$ cat config.mk
export PLATFORM = sky130hd
export DESIGN_NAME = fault_status_and_handler_active
export DESIGN_NICKNAME = d
export VERILOG_FILES = /design/src/common/fault_status_pkg.sv /design/src/hw/fault_status_and_handler_active.sv
export VERILOG_INCLUDE_DIRS = /design/src /design/src/common
export SDC_FILE = /design/constraint.sdc
export NUM_CORES = 1
export LEC_CHECK = 0
export ABC_CLOCK_PERIOD_IN_PS = 3700
export BUFFER_PORTS_ARGS = -buffer_cell sky130_fd_sc_hd__buf_2
export CORE_AREA = 8 8 127 129
export CTS_BUF_LIST = sky130_fd_sc_hd__clkbuf_4 sky130_fd_sc_hd__clkbuf_8 sky130_fd_sc_hd__clkbuf_16
export CTS_CLUSTER_SIZE = 10
export DETAILED_ROUTE_END_ITERATION = 16
export DIE_AREA = 0 0 135 137
export GPL_ROUTABILITY_DRIVEN = 0
export GPL_TIMING_DRIVEN = 0
export HOLD_SLACK_MARGIN = 0.1
export PLACE_DENSITY = 0.77
export SYNTH_ARGS = -nofsm -noshare
export SYNTH_HDL_FRONTEND = slang
export SYNTH_SLANG_ARGS = --single-unit
$ cat constraint.sdc
create_clock -name clk_sys -period 3.7 [get_ports clk_sys]
set_input_delay 0.185 -clock clk_sys [delete_from_list [all_inputs] [get_ports clk_sys]]
set_output_delay 0.185 -clock clk_sys [all_outputs]
set_load 0.01 [all_outputs]
$ cat src/common/fault_status_cfg.svh
// Bus geometry, offsets, field positions and reset values of the fault status block
`ifndef FAULT_STATUS_CFG_SVH
`define FAULT_STATUS_CFG_SVH

// --------------------------------------------------------------
// Bus geometry
// --------------------------------------------------------------
`define ADDR_W          12
`define DATA_W          32

// --------------------------------------------------------------
// Register offsets (byte addresses)
// --------------------------------------------------------------
`define OFS_HANDLER     12'hD24
`define OFS_FAULT       12'hD28
`define OFS_MEM_BYTE    12'hD28
`define OFS_BUS_BYTE    12'hD29
`define OFS_USAGE_HALF  12'hD2A
`define OFS_MEM_ADDR    12'hD34
`define OFS_BUS_ADDR    12'hD38
`define OFS_IRQ_STAT    12'hD40
`define OFS_IRQ_MASK    12'hD44

// --------------------------------------------------------------
// Field positions
// --------------------------------------------------------------
`define BIT_MEM_ACT     0
`define BIT_BUS_ACT     1
`define BIT_USG_ACT     3
`define BIT_SVC_ACT     7
`define BIT_MEM_VALID   7
`define BIT_BUS_VALID   15
`define EVT_MEM         0
`define EVT_BUS         1
`define EVT_USG         2
`define EVT_W           3

// --------------------------------------------------------------
// Reset values
// --------------------------------------------------------------
`define RST_FAULT       32'h0000_0000
`define RST_ACTIVE      4'h0
`define RST_EVT         3'h0

`endif

$ cat src/common/fault_status_pkg.sv
// Types shared by the fault status block
package fault_status_pkg;

	// --------------------------------------------------------------
	// Bus handshake states
	// --------------------------------------------------------------
	typedef enum logic {
		BUS_IDLE,   // Waiting for a request
		BUS_ANSWER  // Answer presented, waitrequest low
	} bus_state_t;

	typedef logic [31:0] word_t; // One register word

endpackage

$ cat src/hw/fault_status_and_handler_active.sv
// Fault cause status, handler active flags and fault addresses behind Avalon-MM
`include "fault_status_cfg.svh"

module fault_status_and_handler_active
	import fault_status_pkg::*;
(
	input  wire logic               clk_sys,           // Processor clock
	input  wire logic               rstn,              // Synchronous reset, active low
	input  wire logic               ce,                // Clock enable, freezes state when low
	input  wire logic [`ADDR_W-1:0] address,           // Byte address
	input  wire logic [3:0]         byteenable,        // Byte lanes
	input  wire logic               read,              // Read request
	input  wire logic               write,             // Write request
	input  wire logic [31:0]        writedata,         // Write data
	input  wire logic               privileged,        // Access comes from privileged code
	output logic      [31:0]        readdata,          // Read data
	output logic                    waitrequest,       // Stall, low for one answer cycle
	input  wire logic [31:0]        causeSet,          // Fault cause pulses from the core
	input  wire logic [3:0]         activeSet,         // Exception entry, svc/usg/bus/mem
	input  wire logic [3:0]         activeClear,       // Exception return, same order
	input  wire logic               memAddrLoad,       // Capture memory fault address
	input  wire logic [31:0]        memAddrIn,         // Memory fault address
	input  wire logic               busAddrLoad,       // Capture bus fault address
	input  wire logic [31:0]        busAddrIn,         // Bus fault address
	output logic                    memmgmtFaultActive,  // Active flag
	output logic                    busFaultActive,      // Active flag
	output logic                    usageFaultActive,    // Active flag
	output logic                    supervisorCallActive, // Active flag
	output logic                    irq                // Level interrupt
);

	// --------------------------------------------------------------
	// Decode helpers
	// --------------------------------------------------------------

	// Byte lanes turned into a bit mask
	function automatic word_t laneMask(input logic [3:0] be);
		word_t m;
		m = '0;
		for (int i = 0; i < 4; i++) begin
			m[i*8 +: 8] = {8{be[i]}};
		end
		return m;
	endfunction

	// Word-aligned match of an offset
	function automatic logic hitWord(input logic [`ADDR_W-1:0] a, input logic [`ADDR_W-1:0] o);
		return a[`ADDR_W-1:2] == o[`ADDR_W-1:2];
	endfunction

	// --------------------------------------------------------------
	// State
	// --------------------------------------------------------------
	bus_state_t       busState_reg;    // Handshake state
	word_t            faultCause_reg;  // Usage 31:16, bus 15:8, memory 7:0
	word_t            faultCause_next; // Next cause value
	word_t            memAddr_reg;     // Memory fault address
	word_t            busAddr_reg;     // Bus fault address
	logic [`EVT_W-1:0] evtStat_reg;    // Sticky interrupt events
	logic [`EVT_W-1:0] evtMask_reg;    // Interrupt enables
	logic [`EVT_W-1:0] evtRaise;       // New events this cycle
	word_t            readNext;        // Read value for the answer
	word_t            wrMask;          // Enabled write lanes
	logic             accept;          // Request completes this edge
	logic             wrOk;            // Privileged write completing
	logic             unpriv;          // Unprivileged access
	logic             hitFault;        // Fault status word selected
	logic             hitHandler;      // Handler active word selected

	// --------------------------------------------------------------
	// Request decode
	// --------------------------------------------------------------
	always_comb begin
		accept     = (read || write) && !waitrequest;
		unpriv     = !privileged;
		wrOk       = accept && write && privileged;
		wrMask     = laneMask(byteenable);
		hitFault   = hitWord(address, `OFS_FAULT);
		hitHandler = hitWord(address, `OFS_HANDLER);
	end

	// --------------------------------------------------------------
	// Read mux, only selected lanes carry data
	// --------------------------------------------------------------
	always_comb begin
		readNext = '0;
		if (unpriv) begin
			// Unprivileged reads see zero
			readNext = '0;
		end else if (hitFault) begin
			readNext = faultCause_reg & laneMask(byteenable);
		end else if (hitHandler) begin
			// Reserved bits 6:4 and 2 stay zero
			readNext[`BIT_SVC_ACT] = supervisorCallActive & byteenable[0];
			readNext[`BIT_USG_ACT] = usageFaultActive & byteenable[0];
			readNext[`BIT_BUS_ACT] = busFaultActive & byteenable[0];
			readNext[`BIT_MEM_ACT] = memmgmtFaultActive & byteenable[0];
		end else if (hitWord(address, `OFS_MEM_ADDR)) begin
			readNext = memAddr_reg & laneMask(byteenable);
		end else if (hitWord(address, `OFS_BUS_ADDR)) begin
			readNext = busAddr_reg & laneMask(byteenable);
		end else if (hitWord(address, `OFS_IRQ_STAT)) begin
			readNext[`EVT_W-1:0] = evtStat_reg & {`EVT_W{byteenable[0]}};
		end else if (hitWord(address, `OFS_IRQ_MASK)) begin
			readNext[`EVT_W-1:0] = evtMask_reg & {`EVT_W{byteenable[0]}};
		end else begin
			// Unmapped addresses read zero, writes dropped
			readNext = '0;
		end
	end

	// --------------------------------------------------------------
	// Avalon handshake: one wait cycle, then a single answer cycle
	// --------------------------------------------------------------
	always_ff @(posedge clk_sys) begin
		if (!rstn) begin
			busState_reg <= BUS_IDLE;
			waitrequest  <= 1'b1;
			readdata     <= '0;
		end else if (ce) begin
			case (busState_reg)
				BUS_IDLE: begin
					// Data captured now; master holds the request stable
					if (read || write) begin
						busState_reg <= BUS_ANSWER;
						waitrequest  <= 1'b0;
						readdata     <= read ? readNext : '0;
					end
				end
				BUS_ANSWER: begin
					// Request retires on this edge
					busState_reg <= BUS_IDLE;
					waitrequest  <= 1'b1;
				end
				default: begin
					busState_reg <= BUS_IDLE;
					waitrequest  <= 1'b1;
				end
			endcase
		end
	end

	// --------------------------------------------------------------
	// Fault cause status: sticky, write-one-to-clear, set wins
	// --------------------------------------------------------------
	always_comb begin
		faultCause_next = faultCause_reg;
		if (wrOk && hitFault) begin
			// Zero bits and unselected lanes keep their value
			faultCause_next = faultCause_reg & ~(writedata & wrMask);
		end
		faultCause_next = faultCause_next | causeSet;
	end

	always_ff @(posedge clk_sys) begin
		if (!rstn) begin
			faultCause_reg <= `RST_FAULT;
		end else if (ce) begin
			faultCause_reg <= faultCause_next;
		end
	end

	// --------------------------------------------------------------
	// Fault addresses: latest capture wins
	// --------------------------------------------------------------
	// A preempting fault overwrites the saved value, so the handler
	// must copy the address before it trusts the valid flag.
	always_ff @(posedge clk_sys) begin
		if (!rstn) begin
			memAddr_reg <= '0;
			busAddr_reg <= '0;
		end else if (ce) begin
			if (memAddrLoad) begin
				memAddr_reg <= memAddrIn;
			end
			if (busAddrLoad) begin
				busAddr_reg <= busAddrIn;
			end
		end
	end

	// --------------------------------------------------------------
	// Handler active flags: core entry/exit beats a software write
	// --------------------------------------------------------------
	// Software may force these; doing so without a matching exception
	// corrupts the return sequence, so drivers should avoid it.
	always_ff @(posedge clk_sys) begin
		if (!rstn) begin
			{supervisorCallActive, usageFaultActive, busFaultActive, memmgmtFaultActive}
				<= `RST_ACTIVE;
		end else if (ce) begin
			if (wrOk && hitHandler && byteenable[0]) begin
				supervisorCallActive <= writedata[`BIT_SVC_ACT];
				usageFaultActive     <= writedata[`BIT_USG_ACT];
				busFaultActive       <= writedata[`BIT_BUS_ACT];
				memmgmtFaultActive   <= writedata[`BIT_MEM_ACT];
			end
			// Hardware events override, set over clear
			if (activeClear[3]) supervisorCallActive <= 1'b0;
			if (activeClear[2]) usageFaultActive <= 1'b0;
			if (activeClear[1]) busFaultActive <= 1'b0;
			if (activeClear[0]) memmgmtFaultActive <= 1'b0;
			if (activeSet[3]) supervisorCallActive <= 1'b1;
			if (activeSet[2]) usageFaultActive <= 1'b1;
			if (activeSet[1]) busFaultActive <= 1'b1;
			if (activeSet[0]) memmgmtFaultActive <= 1'b1;
		end
	end

	// --------------------------------------------------------------
	// Interrupt events: one per subregister
	// --------------------------------------------------------------
	always_comb begin
		evtRaise = '0;
		evtRaise[`EVT_MEM] = |causeSet[7:0];
		evtRaise[`EVT_BUS] = |causeSet[15:8];
		evtRaise[`EVT_USG] = |causeSet[31:16];
	end

	always_ff @(posedge clk_sys) begin
		if (!rstn) begin
			evtStat_reg <= `RST_EVT;
		end else if (ce) begin
			if (wrOk && hitWord(address, `OFS_IRQ_STAT) && byteenable[0]) begin
				evtStat_reg <= (evtStat_reg & ~writedata[`EVT_W-1:0]) | evtRaise;
			end else begin
				evtStat_reg <= evtStat_reg | evtRaise;
			end
		end
	end

	always_ff @(posedge clk_sys) begin
		if (!rstn) begin
			evtMask_reg <= `RST_EVT;
		end else if (ce && wrOk && hitWord(address, `OFS_IRQ_MASK) && byteenable[0]) begin
			evtMask_reg <= writedata[`EVT_W-1:0];
		end
	end

	// Registered level, one cycle behind the status
	always_ff @(posedge clk_sys) begin
		if (!rstn) begin
			irq <= 1'b0;
		end else if (ce) begin
			irq <= |(evtStat_reg & evtMask_reg);
		end
	end
endmodule

==> flow_metrics.py, run 1 <==
metrics = {
    "outcome": {
        "status": "finished clean",
    },
    "worst_hold_path": {
        "min_path_cells": 3,
        "hold_path_class": "input port to flop",
    },
    "setup_path": {
        "cp_max_fo": 8,
        "crit_type": "flop to flop",
        "cp.arrival_ns": 2.63,
        "required_ns": 4.01,
        "rr_worst_depth": 4,
        "setup.worst_path.end_class": "flop",
        "critPathLaunchType": "flop",
    },
    "synth": {
        "synthTopCellsByArea": "dfxtp_1 45%, nand2_1 12%, a21oi_1 8.1%",
        "syn_area_um2": 6230,
        "synth_common_cells": "205 x nand2_1, 141 x dfxtp_1, 101 x a21oi_1",
        "syn_nets": 933,
        "avgSynthCellArea_um2": 8.06,
        "synth-edff-count": 0,
        "synth_top_area_share": 0.453,
        "synth_most_common_cell": "nand2_1",
        "synthCells": 773,
        "synth_top_area_cell": "dfxtp_1",
        "yosys_register_bits": 141,
        "seq_area_frac_synth": 0.453,
        "yosysWarnings": 0,
        "synth_ff_type": "dfxtp_1",
        "synthArstFlopShare": 0,
        "synth_cell_types": 52,
    },
    "floorplan": {
        "fp.dieH_um": 137,
        "io_pins": 198,
        "std_cell_rows": 44,
        "die-area_um2": 18500,
        "core_area_um2": 14200,
        "start_util": 0.439,
        "die_w_um": 135,
    },
    "clocking": {
        "cts_max_path_buffers": 2,
        "cts.clk_slew.worst_paths_ns": 0.06,
        "cts_buffers": 17,
        "htree_levels": 4,
        "post_cts_buffers": 0,
        "root_buffer": "clkbuf_16",
        "cts.sinks": 141,
        "post_cts_resized": 0,
        "clk_latency_ns": 0.42,
        "cts_tree": "done",
    },
    "power_and_ir_drop": {
        "p_per_area_nw_per_um2": 415,
        "power.leakage_nw": 4.02,
        "vdd_drop_max_mv": 0.333,
    },
    "sta": {
        "hold_viol_final": 0,
        "fin_setup_tns_ns": 0,
        "fmax_mhz": 431,
        "setup_viol": 0,
        "report.final.slew_viol_count": 0,
        "grt_setup_unrepaired": "no",
        "min_period_ns": 2.32,
        "fin_skew_ns": 0.00689,
        "relSlewSlack": 0.536,
        "tightest_slew_ns": 0.693,
        "period_share": 0.627,
    },
    "place": {
        "numPortBuffers": 191,
        "dpl.hpwl_um": 17100,
        "dp.cells": 1148,
    },
    "routing": {
        "ant_nets": 0,
        "wl_met1_um": 10100,
        "drt_iter0_markers": 619,
        "dr.pass1.iters": 5,
        "wl_met3_um": 1760,
        "wl_um": 24300,
        "route.met2.wl_um": 11400,
        "dr.max_layer_used": "met5",
        "wl_per_cell_um": 18.5,
        "drc": 0,
        "via_count": 7254,
        "via_per_inst": 5.52,
    },
    "layout": {
        "fill_cells": 1184,
        "syn_to_final_growth_pct": 50.3,
        "seq_area_um2": 2820,
        "multi_input_comb_area_um2": 3130,
        "drive_gt1_frac": 0.220,
        "fin_cells": 1315,
        "fin_nets": 1276,
    },
    "global_route": {
        "antenna_found_initial": 3,
        "grt_pass1_vias": 7332,
        "grt_pass1_wl_um": 37800,
        "grt_util_all_layers": 0.262,
        "grt_max_degree": 17,
        "overflow": 0,
    },
    "flow_run": {
        "cap_violations": 0,
    },
}
[worst max-delay path, cell delays in order, from the launching register on]
cell           delay, ns
dfxtp_1             0.36
nand4b_1            0.35
nor3_2              0.65
a311oi_1            0.22
dlygate4sd3_1       0.62
[timing repair]
action | in CTS | in global routing
hold endpoints to repair | 104 | 0
setup endpoints to repair | 0 | 0
hold buffers | 133 | 0
[stage by stage]
step	total power, mW	util	instance area [um2]	hold slack [ns]	setup slack [ns]
floorplan	1.84	-	6230	0.295	2.01
global placement	2.01	0.522	7410	0.384	1.83
detailed placement	2.02	0.522	7410	0.389	1.77
CTS	3.87	0.659	9360	0.101	1.48
global route	4.01	0.659	9360	0.117	1.36
finish	3.88	0.659	9360	0.118	1.38
[cells by family after synthesis]
logic type             Yosys count  share of synthesized area
AO/OA/AOI/OAI                  253                      0.270
buffers and inverters           66                     0.0438
flip-flops                     141                      0.453
multiplexers                     7                     0.0115
AND/OR/NAND/NOR                306                      0.222
[worst paths after layout]
kind / from / to / slack [ns]
worst max register to register: waitrequest$_SDFFE_PN1P_ / faultCause_reg[13]$_SDFFE_PN0P_ / 1.38
worst max-delay path: waitrequest$_SDFFE_PN1P_ / faultCause_reg[13]$_SDFFE_PN0P_ / 1.38
worst min register to register: readdata[6]$_SDFFE_PN0P_ / readdata[6]$_SDFFE_PN0P_ / 0.44
worst min-delay path: address[11] / readdata[3]$_SDFFE_PN0P_ / 0.12
[power breakdown]
| group | switching, mW | internal (mW) |
|---|---|---|
| Combinational | 0.249 | 0.248 |
| Sequential | 0.0454 | 1.58 |
| Clock | 0.653 | 1.11 |
| Total | 0.947 | 2.94 |
[layout by cell type, fill, tap and decap left out, drive strengths merged, types with 28 or more instances in the layout]
master       count
a21o            28
a21oi          101
a311oi          35
buf            212
clkbuf          58
dfxtp          141
dlygate4sd3    133
nand2          205
nor2            43
[metal layers]
| metal | global-route usage | vias to the layer above |
|---|---|---|
| met3 | 0.0576 | 84 |
| met4 | 0.154 | 2 |
| met2 | 0.424 | 365 |
| li1 | - | 3467 |
| met1 | 0.314 | 3336 |
| met5 | 0 | - |
[area by class of cell]
class                           count  share of cell area
Timing Repair Buffer              324               0.244
Tap cell                          184              0.0246
Buffer                             58              0.0259
Sequential cell                   141               0.302
Multi-Input combinational cell    566               0.335
Clock buffer                       21              0.0500
Inverter                            8             0.00321
Clock inverter                     11              0.0151
Antenna cell                        2            0.000535
Note: power is estimated with default switching activity, not from simulation.
==> run 2: changes to the inputs <==
--- a/config.mk
+++ b/config.mk
@@ -6,7 +6,8 @@
 export SDC_FILE = /design/constraint.sdc
 export NUM_CORES = 1
 export LEC_CHECK = 0
-export ABC_CLOCK_PERIOD_IN_PS = 3700
+export ABC_AREA = 1
+export ABC_CLOCK_PERIOD_IN_PS = 1900
 export BUFFER_PORTS_ARGS = -buffer_cell sky130_fd_sc_hd__buf_2
 export CORE_AREA = 8 8 127 129
 export CTS_BUF_LIST = sky130_fd_sc_hd__clkbuf_4 sky130_fd_sc_hd__clkbuf_8 sky130_fd_sc_hd__clkbuf_16
@@ -16,7 +17,7 @@
 export GPL_ROUTABILITY_DRIVEN = 0
 export GPL_TIMING_DRIVEN = 0
 export HOLD_SLACK_MARGIN = 0.1
-export PLACE_DENSITY = 0.77
+export PLACE_DENSITY = 0.8
 export SYNTH_ARGS = -nofsm -noshare
 export SYNTH_HDL_FRONTEND = slang
 export SYNTH_SLANG_ARGS = --single-unit
==> constraint.sdc (replaced) <==
create_clock -name clk_sys -period 1.9 [get_ports clk_sys]
set_input_delay 0.095 -clock clk_sys [delete_from_list [all_inputs] [get_ports clk_sys]]
set_output_delay 0.095 -clock clk_sys [all_outputs]
set_load 0.01 [all_outputs]
==> flow_metrics.py, run 2 <==
metrics = {
    "synth": {
        "seq_area_frac_synth": 0.451,
        "synth_ff_type": "dfxtp_1",
        "synthCells": 902,
        "synthTopCellsByArea": "dfxtp_1 45%, nand2_1 11%, nor2_1 9.7%",
        "synthArstFlopShare": 0,
        "synth_common_cells": "181 x nand2_1, 162 x nor2_1, 141 x dfxtp_1",
        "synth-edff-count": 0,
        "yosys_register_bits": 141,
        "synth_top_area_cell": "dfxtp_1",
        "avgSynthCellArea_um2": 6.93,
        "yosysWarnings": 0,
        "synth_top_area_share": 0.451,
        "syn_nets": 1062,
        "syn_area_um2": 6250,
        "synth_most_common_cell": "nand2_1",
        "synth_cell_types": 29,
    },
    "layout": {
        "drive_gt1_frac": 0.203,
        "post-route-util": 0.672,
        "final_cell_mix": "200 x buf_2, 180 x nand2_1, 162 x nor2_1",
        "final_common_cell": "buf_2",
        "syn_to_final_growth_pct": 52.7,
        "n_antenna_cell": 0,
        "fin_nets": 1418,
        "fill_cells": 1141,
    },
    "setup_path": {
        "critPathSlowestCell": "dlygate4sd3_1",
        "required_ns": 2.25,
        "r2r_end": "supervisorCallActive$_SDFFE_PN0P_",
        "critPathLaunchType": "flop",
        "crit_start": "waitrequest$_SDFFE_PN1P_",
        "setup.worst_path.end_class": "flop",
        "critical-path-top-delay-family": "simple AND/OR/NAND/NOR gates",
        "rr_worst_depth": 6,
        "critical_path.endpoint": "supervisorCallActive$_SDFFE_PN0P_",
        "crit_type": "flop to flop",
        "max_stage_delay_ns": 0.58,
        "crit_chain": "nor3_4 > nand2_2 > nand2_1 > nand3_1 > dlygate4sd3_1 > a21oi_1",
        "cp.arrival_ns": 2.17,
        "critical_path_depth": 6,
        "r2r_slack_ns": 0.08,
        "rr_startpoint": "waitrequest$_SDFFE_PN1P_",
        "cp_max_fo": 4,
        "crit_buf_inv": 1,
    },
    "sta": {
        "tightest_slew_ns": 0.640,
        "fin_skew_ns": 0.00728,
        "relSlewSlack": 0.573,
        "period_share": 0.959,
        "finalWorstSetupSlack_ns": 0.0782,
        "setup_viol": 0,
        "report.final.slew_viol_count": 0,
        "hold_viol_final": 0,
        "fmax_mhz": 549,
        "min_period_ns": 1.82,
    },
    "power_and_ir_drop": {
        "pwr-share-seq": 0.412,
        "power.leakage_nw": 4.31,
        "pwr-share-comb": 0.119,
        "p_int_mw": 5.86,
        "vdd_drop_max_mv": 0.646,
        "clockPowerShare": 0.469,
        "p_per_area_nw_per_um2": 814,
        "swShare": 0.246,
        "p_sw_mw": 1.91,
    },
    "floorplan": {
        "die_w_um": 135,
        "core_area_um2": 14200,
        "fp.dieH_um": 137,
        "start_util": 0.440,
        "std_cell_rows": 44,
        "die-area_um2": 18500,
        "io_pins": 198,
    },
    "place": {
        "dpl.hpwl_um": 16900,
        "numPortBuffers": 193,
        "pre_cts_ws_ns": -0.0580,
    },
    "clocking": {
        "cts.sinks": 141,
        "htree_levels": 4,
        "cts_tree": "done",
        "clk_latency_ns": 0.43,
        "cts_max_path_buffers": 2,
        "cts.clk_slew.worst_paths_ns": 0.06,
        "root_buffer": "clkbuf_16",
        "cts_buffers": 17,
    },
    "worst_hold_path": {
        "hold_path_class": "input port to flop",
    },
    "global_route": {
        "antenna_found_initial": 0,
        "overflow": 0,
        "grt_pass1_vias": 7543,
        "grt_util_all_layers": 0.273,
        "grt_pass1_wl_um": 39400,
        "grt_max_degree": 17,
    },
    "routing": {
        "drc": 0,
        "ant_nets": 0,
        "dr.pass1.iters": 5,
        "via_per_inst": 5.34,
        "wl_um": 25400,
        "wl_per_cell_um": 17.5,
        "drt_iter0_markers": 978,
        "via_count": 7763,
    },
    "flow_run": {
        "cap_violations": 0,
    },
    "outcome": {
        "status": "finished clean",
    },
}
## run 2: cell count changes after synthesis, sizes merged, moves of 8 or more
cell,previous run,this run
a21o,28,0
a21oi,101,87
a22oi,27,0
a311oi,35,0
buf,21,13
inv,7,44
nand2,205,182
nand3,6,84
nor2,43,167
o211ai,0,16
o21ai,10,109
o31ai,27,2
## run 2: worst min-delay path, stage by stage
cell	delay (ns)
buf_4	0.17
inv_2	0.10
a21oi_1	0.05
a31oi_1	0.11
## run 2: worst min path at each step
stage	cells after the start	from	slack, ns	end
finish	4	ce	0.14	irq$_SDFFE_PN0P_
global route	5	byteenable[0]	0.16	readdata[3]$_SDFFE_PN0P_
CTS	5	byteenable[0]	0.13	readdata[3]$_SDFFE_PN0P_
detailed placement	3	busAddrIn[31]	0.35	busAddr_reg[31]$_SDFFE_PN0P_
global placement	3	memAddrIn[25]	0.35	memAddr_reg[25]$_SDFFE_PN0P_
floorplan	2	writedata[2]	0.22	evtMask_reg[2]$_SDFFE_PN0P_
## run 2: layout make-up
type,instances,area (um2),share of cell area
clock inverter,12,185,0.0194
timing repair buffer,337,2400,0.252
clock buffer,20,460,0.0482
inverter,44,165,0.0173
sequential,141,2820,0.296
multi-input combinational,666,3070,0.322
buffer,51,211,0.0221
tap,184,230,0.0241
## run 2: metal layers
layer,up-vias,wire length (um),track usage
met3,118,2060,0.0543
met1,3489,10300,0.328
met2,448,11900,0.453
li1,3708,-,-
met5,-,0,0
met4,0,1200,0.149
## run 2: repair_timing
item | CTS | global route
endpoints found under the setup margin | 20 | 9
pin swaps | 0 | 2
hold endpoints to repair | 106 | 0
gates resized for setup | 1 | 4
hold buffers | 144 | 0
buffers inserted | 0 | 3
## run 2: power by group through the flow
stage                     Combinational, mW  Clock [mW]  Sequential, mW
final                                 0.928        3.65            3.20
after global routing                   1.02        3.79            3.21
after CTS                             0.890        3.63            3.19
after detailed placement              0.654           0            3.26
after global placement                0.639           0            3.25
after floorplan                       0.358           0            3.23
## run 2: cells by family (layout without fill, tap and decap cells)
logic type | after synthesis | in the layout | share of synthesized area
flip-flops | 141 | 141 | 0.451
AO/OA/AOI/OAI | 220 | 220 | 0.187
AND/OR/NAND/NOR | 446 | 446 | 0.301
buffers and inverters | 95 | 464 | 0.0602
## run 2: metrics by stage
stage	total power [mW]	TNS [ns]	hold slack (ns)	std cells	instance area (um2)
floorplan	3.59	0	0.223	902	6250
global placement	3.89	-0.00943	0.345	1279	7450
detailed placement	3.91	-0.701	0.352	1279	7450
CTS	7.72	0	0.127	1455	9540
global route	8.02	-0.00659	0.159	1455	9550
finish	7.78	0	0.140	1455	9550
==> run 3: changes to the inputs <==
--- a/config.mk
+++ b/config.mk
@@ -9,11 +9,13 @@
 export ABC_AREA = 1
 export ABC_CLOCK_PERIOD_IN_PS = 1900
 export BUFFER_PORTS_ARGS = -buffer_cell sky130_fd_sc_hd__buf_2
-export CORE_AREA = 8 8 127 129
+export CELL_PAD_IN_SITES_DETAIL_PLACEMENT = 0
+export CELL_PAD_IN_SITES_GLOBAL_PLACEMENT = 2
+export CORE_AREA = 8 8 171 173
 export CTS_BUF_LIST = sky130_fd_sc_hd__clkbuf_4 sky130_fd_sc_hd__clkbuf_8 sky130_fd_sc_hd__clkbuf_16
 export CTS_CLUSTER_SIZE = 10
 export DETAILED_ROUTE_END_ITERATION = 16
-export DIE_AREA = 0 0 135 137
+export DIE_AREA = 0 0 179 181
 export GPL_ROUTABILITY_DRIVEN = 0
 export GPL_TIMING_DRIVEN = 0
 export HOLD_SLACK_MARGIN = 0.1
==> flow_metrics.py, run 3 (synthesis results as in run 2) <==
metrics = {
    "layout": {
        "final_cell_mix": "200 x buf_2, 181 x nand2_1, 162 x nor2_1",
        "fin_nets": 1415,
        "syn_to_final_growth_pct": 54.7,
        "final_common_cell": "buf_2",
        "multi_input_comb_area_um2": 3060,
        "fill_cells": 2896,
        "fin_area_um2": 9670,
        "seq_area_um2": 2820,
        "drive_gt1_frac": 0.200,
    },
    "setup_path": {
        "crit_chain": "nor3_4 > nand2_1 > nand2_1 > nand3_1 > dlygate4sd3_1 > a21oi_1",
        "cp_max_fo": 4,
        "critical-path-top-delay-family": "simple AND/OR/NAND/NOR gates",
        "setup.worst_path.end_class": "flop",
        "crit_type": "flop to flop",
        "crit_start": "waitrequest$_SDFFE_PN1P_",
        "max_stage_delay_ns": 0.58,
        "path_common_cell": "nand2_1",
        "critPathSlowestCell": "dlygate4sd3_1",
        "cp.arrival_ns": 2.13,
        "rr_startpoint": "waitrequest$_SDFFE_PN1P_",
        "required_ns": 2.25,
        "critPathLaunchType": "flop",
        "crit_buf_inv": 1,
    },
    "place": {
        "dpl.hpwl_um": 21000,
        "postPlaceCellArea_um2": 7640,
        "numPortBuffers": 193,
    },
    "worst_hold_path": {
        "hp-start": "byteenable[0]",
        "hold_path_class": "input port to flop",
    },
    "floorplan": {
        "start_util": 0.236,
        "std_cell_rows": 60,
        "die_w_um": 179,
        "die-area_um2": 32400,
        "io_pins": 198,
        "core_area_um2": 26500,
        "fp.dieH_um": 181,
    },
    "global_route": {
        "grt_pass1_wl_um": 41100,
        "antenna_found_initial": 3,
        "grt_pass1_vias": 7343,
        "grt_max_degree": 17,
        "overflow": 0,
        "grt_util_all_layers": 0.166,
    },
    "sta": {
        "relSlewSlack": 0.557,
        "fin_skew_ns": 0.0108,
        "grt_setup_unrepaired": "no",
        "fmax_mhz": 564,
        "setup_viol": 0,
        "period_share": 0.934,
        "hold_viol_final": 0,
        "tightest_slew_ns": 0.665,
        "min_period_ns": 1.77,
        "report.final.slew_viol_count": 0,
    },
    "power_and_ir_drop": {
        "vdd_drop_max_mv": 0.464,
        "p_per_area_nw_per_um2": 777,
        "total_power_mw": 7.51,
        "power.leakage_nw": 4.25,
    },
    "clocking": {
        "cts.sinks": 141,
        "cts_max_path_buffers": 2,
        "post_cts_buffers": 0,
        "root_buffer": "clkbuf_16",
        "cts.clk_slew.worst_paths_ns": 0.06,
        "clk_latency_ns": 0.43,
        "htree_levels": 4,
        "cts_tree": "done",
        "cts_buffers": 17,
    },
    "flow_run": {
        "cap_violations": 0,
    },
    "routing": {
        "ant_nets": 0,
        "wl_um": 27000,
        "via_per_inst": 4.42,
        "drc": 0,
        "drt_iter0_markers": 465,
        "dr.pass1.iters": 4,
        "via_count": 7131,
        "wl_per_cell_um": 16.8,
    },
    "outcome": {
        "status": "finished clean",
    },
}
-- run 3: through the flow --
step	TNS, ns	hold WS, ns	worst slack [ns]	util	instances
after floorplan	0	0.223	0.524	-	902
after global placement	-1.12	0.348	-0.0924	0.288	1436
after detailed placement	-1.43	0.353	-0.112	0.288	1436
after CTS	0	0.104	0.0367	0.366	1613
after global routing	0	0.156	0.0195	0.365	1612
final	0	0.141	0.125	0.365	1612
-- run 3: layout make-up --
type                            instances  share of cell area
Multi-Input combinational cell        666               0.317
Sequential cell                       141               0.292
Timing Repair Buffer                  334               0.246
Clock buffer                           21              0.0477
Tap cell                              341              0.0441
Buffer                                 51              0.0219
Inverter                               44              0.0171
Clock inverter                         11              0.0138
Antenna cell                            3            0.000776
-- run 3: what timing repair did --
item	in CTS	in global routing
endpoints found under the hold margin	104	0
gates resized for setup	1	1
pin swaps	0	1
hold buffers	145	0
endpoints found under the setup margin	20	9
-- run 3: metal layers --
layer  share of wire  track usage  wire length, um
met5               0            0                0
met4           0.016       0.0526              427
met3           0.047       0.0286             1270
met2            0.47        0.277            12700
met1            0.47        0.212            12600
-- run 3: path summary, 6_finish.rpt --
kind	to	slack, ns	cells after the start
max	usageFaultActive$_SDFFE_PN0P_	0.13	6
min	readdata[1]$_SDFFE_PN0P_	0.14	5
min reg2reg	memAddr_reg[6]$_SDFFE_PN0P_	0.45	2
max reg2reg	usageFaultActive$_SDFFE_PN0P_	0.13	6
-- run 3: power breakdown --
part / total [mW] / internal, mW / switching, mW
Sequential: 3.20 / 3.11 / 0.0897
Clock: 3.41 / 2.03 / 1.38
Combinational: 0.907 / 0.457 / 0.450
Total: 7.51 / 5.59 / 1.92
-- run 3: tightest hold or removal path, stage by stage --
cell and delay, ns:
buf_2 0.17, nand3_1 0.10, nand2_1 0.05, nand2_1 0.06, a21oi_1 0.05
